[config.mk]
export PLATFORM = sky130hd
export DESIGN_NAME = flash_protect_status_logic
export DESIGN_NICKNAME = d
export VERILOG_FILES = /design/src/inc/flash_prot_pkg.sv /design/src/hdl/pin_sync.sv /design/src/hdl/sector_flags.sv /design/src/hdl/flash_protect_status_logic.sv
export SDC_FILE = /design/constraint.sdc
export NUM_CORES = 1
export LEC_CHECK = 0
export ABC_AREA = 1
export CORE_ASPECT_RATIO = 1.4
export CORE_MARGIN = 1
export CORE_UTILIZATION = 55
export CTS_CLUSTER_DIAMETER = 120
export DETAILED_ROUTE_END_ITERATION = 8
export DONT_BUFFER_PORTS = 1
export PLACE_DENSITY = 0.77
export SLEW_MARGIN = 20
export SYNTH_ARGS = -nofsm -noshare
export SYNTH_HDL_FRONTEND = slang
export SYNTH_HIERARCHICAL = 1
export SYNTH_SLANG_ARGS = --single-unit
export TNS_END_PERCENT = 30
[constraint.sdc]
create_clock -name clock -period 2.2 [get_ports clock]
set_input_delay 0.33 -clock clock [delete_from_list [all_inputs] [get_ports clock]]
set_output_delay 0.33 -clock clock [all_outputs]
set_load 0.02 [all_outputs]
[src/inc/flash_prot_pkg.sv]
// shared constants and types for the flash protection and status logic
package flash_prot_pkg;
	// command opcodes
	localparam logic [7:0] OP_RD_PROT = 8'h3c;
	localparam logic [7:0] OP_RD_STAT = 8'h05;
	localparam logic [7:0] OP_WR_STAT = 8'h01;
	localparam logic [7:0] OP_WREN = 8'h06;
	localparam logic [7:0] OP_WRDI = 8'h04;
	// address layout
	localparam int ADDR_BYTES = 3;
	localparam logic [1:0] ADDR_LAST = 2'h2;
	localparam int SECT_W_DEF = 5;
	localparam int SECT_LSB_DEF = 16;
	// device_status bit positions
	localparam int ST_LOCK = 7;
	localparam int ST_SEQ = 6;
	localparam int ST_ERR = 5;
	localparam int ST_PIN = 4;
	localparam int ST_SUM_HI = 3;
	localparam int ST_SUM_LO = 2;
	localparam int ST_WEL = 1;
	localparam int ST_BUSY = 0;
	// sector_protect_summary codes
	localparam logic [1:0] SUM_NONE = 2'h0;
	localparam logic [1:0] SUM_SOME = 2'h1;
	localparam logic [1:0] SUM_ALL = 2'h3;
	// global protect field of written data, bits 5:2
	localparam logic [3:0] GLOB_UNPROT = 4'h0;
	localparam logic [3:0] GLOB_PROT = 4'hf;
	// reset values
	localparam logic RST_LOCK = 1'b0;
	localparam logic RST_WEL = 1'b0;
	localparam logic RST_FLAG = 1'b1;
	localparam logic [2:0] BIT_LAST = 3'h7;
	// serial command states, gray along opcode->addr->prot
	typedef enum logic [2:0] {
		S_OPC = 3'b000,
		S_ADDR = 3'b001,
		S_PROT = 3'b011,
		S_STAT = 3'b010,
		S_WDATA = 3'b110,
		S_WDONE = 3'b111,
		S_HOLD = 3'b101
	} state_t;
endpackage

[src/hdl/pin_sync.sv]
// two-flop synchroniser for a group of pin levels
`timescale 1ns/1ps
`default_nettype none
module pin_sync #(
	parameter int W = 1,
	parameter logic [W-1:0] RST_LEVEL = '0
) (
	input wire logic clock,
	input wire logic rst,
	input wire logic [W-1:0] pin,
	output logic [W-1:0] level
);
	logic [W-1:0] meta_r;

	// the first stage feeds the second stage only; reset to the idle level
	// so that no false edge follows reset
	always_ff @(posedge clock or posedge rst) begin
		if (rst) begin
			meta_r <= RST_LEVEL;
			level <= RST_LEVEL;
		end else begin
			meta_r <= pin;
			level <= meta_r;
		end
	end
endmodule
`default_nettype wire

[src/hdl/sector_flags.sv]
// per-sector protection flags with registered read port
`timescale 1ns/1ps
`default_nettype none
module sector_flags #(
	parameter int SECT_W = 5
) (
	input wire logic clock,
	input wire logic rst,
	input wire logic glob_set,
	input wire logic glob_clr,
	input wire logic one_set,
	input wire logic one_clr,
	input wire logic [SECT_W-1:0] one_idx,
	input wire logic [SECT_W-1:0] rd_idx,
	output logic rd_flag,
	output logic [(1<<SECT_W)-1:0] flags
);
	// global operations take priority over single-sector requests
	always_ff @(posedge clock or posedge rst) begin
		if (rst) begin
			flags <= {(1<<SECT_W){flash_prot_pkg::RST_FLAG}};
		end else if (glob_set) begin
			flags <= '1;
		end else if (glob_clr) begin
			flags <= '0;
		end else if (one_set) begin
			flags[one_idx] <= 1'b1;
		end else if (one_clr) begin
			flags[one_idx] <= 1'b0;
		end
	end

	// read data registered; serial output needs it only edges later
	always_ff @(posedge clock or posedge rst) begin
		if (rst) begin
			rd_flag <= flash_prot_pkg::RST_FLAG;
		end else begin
			rd_flag <= flags[rd_idx];
		end
	end
endmodule
`default_nettype wire

[src/hdl/flash_protect_status_logic.sv]
// serial protection-read, status read/write and locking logic
//
// Overview of operation
// RULE_01: opcode 3ch starts a sector protection-flag read.
// RULE_02: three address bytes follow; any address inside a sector selects it.
// RULE_03: after last address byte, output repeats ffh if protected, 00h if not.
// RULE_04: chip select release ends protection read and floats serial output.
// RULE_05: protection read shows only the stored flag, never the pin.
// RULE_06: hardware lock active only with pin low and lock bit one.
// RULE_07: under hardware lock ignore sector protect, unprotect and status writes.
// RULE_08: clearing the lock bit never performs a global protect or unprotect.
// RULE_09: with pin held low, a set lock bit clears only by reset.
// RULE_10: setting lock bit from zero also applies global op from bits 5:2.
// RULE_11: sector protected exactly when its flag is one, pin ignored.
// RULE_12: software lock allows lock clear but blocks sector and global ops.
// RULE_13: lock bit zero unlocks flags and allows setting the lock bit.
// RULE_14: status read accepted anytime, even while busy.
// RULE_15: opcode 05h then status bits shift out every clock.
// RULE_16: after bit 0 restart at bit 7 with fresh status sampled.
// RULE_17: chip select release ends status read and floats serial output.
// RULE_18: bit 7 lock bit, bit 6 sequential program mode.
// RULE_19: bit 5 reports last erase or program error.
// RULE_20: bit 4 reads 0 while pin asserted, 1 while deasserted.
// RULE_21: bits 3:2 none 00, some 01, all 11.
// RULE_22: bit 1 write enable latch, bit 0 busy.
// RULE_23: opcode 01h plus one data byte, extra ignored, applied at release.
// RULE_24: status write takes effect only with write enable latch set.
// RULE_25: unlocked, data 00h unprotects all, 7fh protects all, lock stays 0.
// RULE_26: lock bit is zero after reset.
// RULE_27: msb first, sample on rising clock, change output on falling clock.
// RULE_28: one flag per sector; summary derived combinationally from all flags.
`timescale 1ns/1ps
`default_nettype none
module flash_protect_status_logic #(
	parameter int SECT_W = flash_prot_pkg::SECT_W_DEF,
	parameter int SECT_LSB = flash_prot_pkg::SECT_LSB_DEF
) (
	input wire logic clock,
	input wire logic rst,
	input wire logic cs_n,
	input wire logic sck,
	input wire logic si,
	input wire logic wp_n,
	input wire logic busy,
	input wire logic prog_error,
	input wire logic seq_mode,
	input wire logic sect_prot_req,
	input wire logic sect_unprot_req,
	input wire logic [SECT_W-1:0] sect_req_idx,
	output logic so,
	output logic so_oe,
	output logic write_enable_latch,
	output logic protection_lock_bit
);
	localparam int NSECT = 1 << SECT_W;

	logic cs_n_s, sck_s, si_s, wp_n_s;
	logic sck_d_r, cs_d_r;
	flash_prot_pkg::state_t state_r, state_nxt;
	logic [7:0] shift_r, opcode_r, wdata_r, snap_r;
	logic [2:0] bit_cnt_r, out_idx_r;
	logic [1:0] addr_cnt_r;
	logic [23:0] addr_r;
	logic lock_r, wel_r, so_r, so_oe_r;
	logic rd_flag;
	logic [NSECT-1:0] flags;

	// every pin passes two flops before use; select and pin idle high
	pin_sync #(.W(4), .RST_LEVEL(4'h9)) u_sync (
		.clock(clock),
		.rst(rst),
		.pin({cs_n, sck, si, wp_n}),
		.level({cs_n_s, sck_s, si_s, wp_n_s})
	);

	// edge finding on the sampled serial clock and select
	wire sel = ~cs_n_s;
	wire sck_rise = sck_s & ~sck_d_r;
	wire sck_fall = ~sck_s & sck_d_r;
	wire cs_end = cs_n_s & ~cs_d_r;
	wire [7:0] byte_in = {shift_r[6:0], si_s}; // msb first [RULE_27]
	wire byte_done = sel & sck_rise & (bit_cnt_r == flash_prot_pkg::BIT_LAST);

	// command decode
	wire op_prot = byte_in == flash_prot_pkg::OP_RD_PROT; // [RULE_01]
	wire op_stat = byte_in == flash_prot_pkg::OP_RD_STAT; // [RULE_15]
	wire op_wsr = byte_in == flash_prot_pkg::OP_WR_STAT; // [RULE_23]
	wire last_addr = addr_cnt_r == flash_prot_pkg::ADDR_LAST;

	// locking terms
	wire hw_lock = ~wp_n_s & lock_r; // [RULE_06]
	wire wsr_go = cs_end & (state_r == flash_prot_pkg::S_WDONE) & wel_r; // [RULE_24]
	wire wsr_ok = wsr_go & ~hw_lock; // [RULE_07] [RULE_09]
	wire glob_en = wsr_ok & ~lock_r; // [RULE_08] [RULE_12] [RULE_13]
	wire [3:0] glob_code = wdata_r[5:2];
	wire glob_set = glob_en & (glob_code == flash_prot_pkg::GLOB_PROT); // [RULE_10] [RULE_25]
	wire glob_clr = glob_en & (glob_code == flash_prot_pkg::GLOB_UNPROT); // [RULE_25]
	wire one_set = sect_prot_req & ~lock_r; // [RULE_07] [RULE_12]
	wire one_clr = sect_unprot_req & ~lock_r; // [RULE_13]

	// write enable latch: set by 06h, cleared by 04h or any status write, even one cut short
	wire in_hold = state_r == flash_prot_pkg::S_HOLD;
	wire wel_set = cs_end & in_hold & (opcode_r == flash_prot_pkg::OP_WREN);
	wire wel_clr = cs_end & ((in_hold & (opcode_r == flash_prot_pkg::OP_WRDI))
		| (state_r == flash_prot_pkg::S_WDATA)
		| (state_r == flash_prot_pkg::S_WDONE));

	// summary is combinational over every flag [RULE_28] [RULE_21]
	wire all_prot = &flags;
	wire any_prot = |flags;
	wire [1:0] summary = all_prot ? flash_prot_pkg::SUM_ALL :
		(any_prot ? flash_prot_pkg::SUM_SOME : flash_prot_pkg::SUM_NONE);

	// live status byte [RULE_18] [RULE_19] [RULE_20] [RULE_22]
	wire [7:0] status_now = {lock_r, seq_mode, prog_error, wp_n_s,
		summary, wel_r, busy};
	wire stat_bit = (out_idx_r == flash_prot_pkg::BIT_LAST) ?
		status_now[flash_prot_pkg::ST_LOCK] : snap_r[out_idx_r];

	// sector selected by the address bits above the sector size [RULE_02]
	wire [SECT_W-1:0] rd_idx = addr_r[SECT_LSB +: SECT_W];

	sector_flags #(.SECT_W(SECT_W)) u_flags (
		.clock(clock),
		.rst(rst),
		.glob_set(glob_set),
		.glob_clr(glob_clr),
		.one_set(one_set),
		.one_clr(one_clr),
		.one_idx(sect_req_idx),
		.rd_idx(rd_idx),
		.rd_flag(rd_flag),
		.flags(flags)
	);

	// next command state; release of select always returns to opcode
	always_comb begin
		state_nxt = state_r;
		if (!sel) begin
			state_nxt = flash_prot_pkg::S_OPC;
		end else if (byte_done) begin
			case (state_r)
				flash_prot_pkg::S_OPC: begin
					if (op_prot)
						state_nxt = flash_prot_pkg::S_ADDR;
					else if (op_stat)
						state_nxt = flash_prot_pkg::S_STAT; // [RULE_14]
					else if (op_wsr)
						state_nxt = flash_prot_pkg::S_WDATA;
					else
						state_nxt = flash_prot_pkg::S_HOLD;
				end
				flash_prot_pkg::S_ADDR: begin
					if (last_addr)
						state_nxt = flash_prot_pkg::S_PROT; // [RULE_02]
				end
				flash_prot_pkg::S_WDATA: begin
					state_nxt = flash_prot_pkg::S_WDONE; // extra bytes ignored [RULE_23]
				end
				default: begin
					state_nxt = state_r;
				end
			endcase
		end
	end

	// serial input side: shifter, bit count, state
	always_ff @(posedge clock or posedge rst) begin
		if (rst) begin
			sck_d_r <= 1'b0;
			cs_d_r <= 1'b1;
			state_r <= flash_prot_pkg::S_OPC;
			shift_r <= 8'h00;
			bit_cnt_r <= 3'h0;
		end else begin
			sck_d_r <= sck_s;
			cs_d_r <= cs_n_s;
			state_r <= state_nxt;
			if (!sel)
				bit_cnt_r <= 3'h0;
			else if (sck_rise) begin
				bit_cnt_r <= bit_cnt_r + 3'h1;
				shift_r <= byte_in;
			end
		end
	end

	// captured opcode, address and written data byte
	always_ff @(posedge clock or posedge rst) begin
		if (rst) begin
			opcode_r <= 8'h00;
			wdata_r <= 8'h00;
			addr_r <= 24'h000000;
			addr_cnt_r <= 2'h0;
		end else begin
			if (byte_done && state_r == flash_prot_pkg::S_OPC)
				opcode_r <= byte_in;
			if (byte_done && state_r == flash_prot_pkg::S_WDATA)
				wdata_r <= byte_in;
			if (!sel)
				addr_cnt_r <= 2'h0;
			else if (byte_done && state_r == flash_prot_pkg::S_ADDR) begin
				addr_cnt_r <= addr_cnt_r + 2'h1;
				addr_r <= {addr_r[15:0], byte_in};
			end
		end
	end

	// serial output changes only after falling clock edges or on release of select [RULE_27]
	always_ff @(posedge clock or posedge rst) begin
		if (rst) begin
			so_r <= 1'b0;
			so_oe_r <= 1'b0;
			out_idx_r <= flash_prot_pkg::BIT_LAST;
			snap_r <= 8'h00;
		end else if (!sel) begin
			so_oe_r <= 1'b0; // release floats the pin [RULE_04] [RULE_17]
			so_r <= 1'b0;
			out_idx_r <= flash_prot_pkg::BIT_LAST;
		end else if (sck_fall) begin
			if (state_r == flash_prot_pkg::S_PROT) begin
				so_oe_r <= 1'b1;
				so_r <= rd_flag; // every bit the flag [RULE_03] [RULE_05] [RULE_11]
			end else if (state_r == flash_prot_pkg::S_STAT) begin
				so_oe_r <= 1'b1;
				so_r <= stat_bit; // [RULE_15]
				out_idx_r <= out_idx_r - 3'h1; // wraps 0 to 7 [RULE_16]
				if (out_idx_r == flash_prot_pkg::BIT_LAST)
					snap_r <= status_now; // fresh per repetition [RULE_16]
			end
		end
	end

	// lock bit and write enable latch
	always_ff @(posedge clock or posedge rst) begin
		if (rst) begin
			lock_r <= flash_prot_pkg::RST_LOCK; // [RULE_26] [RULE_09]
			wel_r <= flash_prot_pkg::RST_WEL;
		end else begin
			if (wsr_ok)
				lock_r <= wdata_r[flash_prot_pkg::ST_LOCK]; // [RULE_12] [RULE_13]
			if (wel_set)
				wel_r <= 1'b1;
			else if (wel_clr)
				wel_r <= 1'b0; // [RULE_24]
		end
	end

	assign so = so_r;
	assign so_oe = so_oe_r;
	assign write_enable_latch = wel_r;
	assign protection_lock_bit = lock_r;
endmodule
`default_nettype wire

==> flow_metrics.tcl <==
set metrics [dict create \
    drt_iter0_markers 359 \
    stdcell_count 855 \
    fmax_ghz 0.486 \
    cts_buffers 9 \
    cap_violations 0 \
    ys_warn_count 6 \
    rr_worst_depth 11 \
    syn-cell-area_sq_um 5510 \
    worst-path-max-fanout 4 \
    dp_hpwl_microns 9100 \
    overflow 0 \
    period_minus_slack_ns 2.06 \
    grt_pass1_wl_microns 21600 \
    wl_per_cell_microns 15.4 \
    status "complete, no violations" \
    wl_met2_microns 6710 \
    design.die.area_sq_um 10400 \
    crit_top_cell "nor2_2" \
    setup_viol 0 \
    max_slew_margin 0.568 \
    postLayoutCellArea_sq_um 6010 \
    min_path_type "in -> reg" \
    r2r_slack_ns 0.14 \
    start_util 0.573 \
    slew_violations 0 \
    path_depth 11 \
    layout.nets 739 \
    preCtsSetupSlack_ns 0.0924 \
    portBuffers 0 \
    ys_top_cells_by_area "dfrtp_1 (27%), dfstp_2 (20%), nand2_1 (14%)" \
    fp-row-count 42 \
    power.leakage_uw 0.00274 \
    drc_errors 0 \
    irDropWorstVdd_uv 527 \
    wl_met1_microns 5280 \
    via_per_inst 5.60 \
    synth_top_area_cell "dfrtp_1" \
    root_buffer "clkbuf_16" \
    routed-wl-met3_microns 656 \
    io_pins 20 \
    ant_nets 0 \
    core_area_sq_um 9620 \
    vias 4784 \
    syn_to_final_growth_pct 9.05 \
    clk_path_buf_depth 2 \
    finalWirelength_microns 13200 \
    yosysTopAreaCellShare 0.272 \
    cp.required_ns 2.46 \
    ys_types 39 \
    grtUsageTotal 0.268 \
    cp_cell_sequence "inv_2 -> nor2_2 -> nand4_1 -> nor2_2 -> nand2_1 -> nor3_1 -> inv_1 -> nand3_2 -> clkinvlp_4 -> buf_4 -> a22oi_1" \
    gp_congestion 0.956 \
    cp_slowest_cell "dfstp_2" \
    tightest_slew_ns 0.644 \
    crit_path_max_incr_delay_ns 0.56 \
    pwr_density_cell_nw_per_um2 755 \
    cp_top_family "simple AND/OR/NAND/NOR gates" \
    drtPass1Iterations 5 \
    fin_setup_tns_ns 0 \
    ys_seq_elements 101 \
    ys_seq_area_frac 0.468 \
    worstPathArrival_ns 2.32 \
    syn_nets 733 \
    dp_cells 833 \
    cp_num_buf_inv 4 \
    antenna_found_initial 0 \
    grt_max_degree 61 \
    clock-sinks 101 \
    cp-start-kind "register" \
    placed_area_sq_um 5680 \
    path_class "reg -> reg" \
    maxUsedRoutingLayer "met4" \
    holdPathStages 0 \
    synthCells 712 \
    fp.dieH_microns 120 \
    syn_avg_cell_area_sq_um 7.74 \
    num_antenna_cells 0 \
    crit_path_end_kind "register" \
    fp.dieW_microns 86.6 \
    setup_ws_ns 0.141 \
    grt_pass1_vias 4678 \
    cts-htree-levels 3 \
    hold_viol_final 0 \
    fin_crit_sh 0.936 \
    clk_latency_ns 0.34 \
    fin_worst_skew_ns 0.00542 \
    layout-drive-gt1-share 0.158 \
    cts.clk_slew.worst_paths_ns 0.07 \
    fin_util 0.625 \
    cts_tree "yes" \
]
-- layout by cell type, fill, tap and decap left out, types with 5 or more instances in the layout --
cell type,n
nand4_1,12
nor3_1,11
nand2_2,5
nand2_1,210
dfrtp_1,60
a21oi_1,6
nor2_1,41
dfstp_2,41
inv_1,81
clkbuf_16,9
o211ai_1,11
o21ai_1,14
buf_4,11
o21ai_2,11
nand3_1,49
ha_1,5
inv_2,7
o21bai_1,20
o21ai_0,76
-- cell type report --
cell class	instances	area, sq um
multi-input combinational	499	2490
sequential	101	2580
clock inverter	5	35.0
inverter	90	344
fill	831	3600
clock buffer	11	233
timing repair buffer	17	164
tap	132	165
-- synthesized netlist by cell type, drive strengths merged --
cell / number
nand3: 54
clkbuf: 11
nor4: 4
ha: 5
o21bai: 20
nor3b: 1
a21oi: 8
a31oi: 1
buf: 11
o211ai: 12
a22oi: 1
dfstp: 41
nand2: 216
nor2: 49
o21ai: 101
or3: 1
dfrtp: 60
nand4: 13
inv: 90
or2: 1
nor3: 12
-- report_power, final --
group / internal [uW] / leakage, uW / switching [uW]
clock network: 772 / 0.000130 / 692
logic: 264 / 0.00138 / 444
registers: 2150 / 0.00123 / 212
total: 3190 / 0.00274 / 1350
-- final timing paths --
path | from | to
max in group asynchronous | rst | cs_d_r
min in group asynchronous | rst | u_flags/flags[2]
max | u_sync/level[3] | u_flags/flags[25]
min | sck | u_sync/meta_r[2]
min reg2reg | u_sync/meta_r[2] | u_sync/level[2]
max reg2reg | u_sync/level[3] | u_flags/flags[25]
-- stage by stage --
step	power, uW	hold WS, ns
floorplan	2860	0.143
finish	4540	0.0116
global placement	3030	0.177
CTS	4540	0.00424
detailed placement	3070	0.180
global route	4760	0.00110
-- sequential cells by signal, indices dropped and copies added (netlist names), 2 cells and up --
register,count
shift_r,7
addr_r,15
addr_cnt_r,2
snap_r,8
opcode_r,8
out_idx_r,3
u_flags/flags,32
u_sync/level,4
bit_cnt_r,3
state_r,3
u_sync/meta_r,4
wdata_r,5
-- layer usage --
layer	vias up	GRT usage
met5	-	0
met3	50	0.0403
met4	0	0.152
met1	2261	0.320
met2	151	0.456
li1	2322	-
-- logic make-up (layout without fill, tap and decap cells) --
| logic type | after synthesis | after routing | share of synthesized area |
|---|---|---|---|
| simple gates | 351 | 351 | 0.284 |
| compound gates | 143 | 143 | 0.154 |
| buf+inv | 112 | 123 | 0.0826 |
| flops | 101 | 101 | 0.468 |
| fa+ha+maj | 5 | 5 | 0.0113 |
-- timing repair --
action | in CTS | in global routing
gates resized for setup | 0 | 5
hold endpoints to repair | 62 | 0
hold buffers | 3 | 0
setup buffers | 0 | 3
endpoints found under the setup margin | 0 | 32
Power figures use the tool's default switching activity.
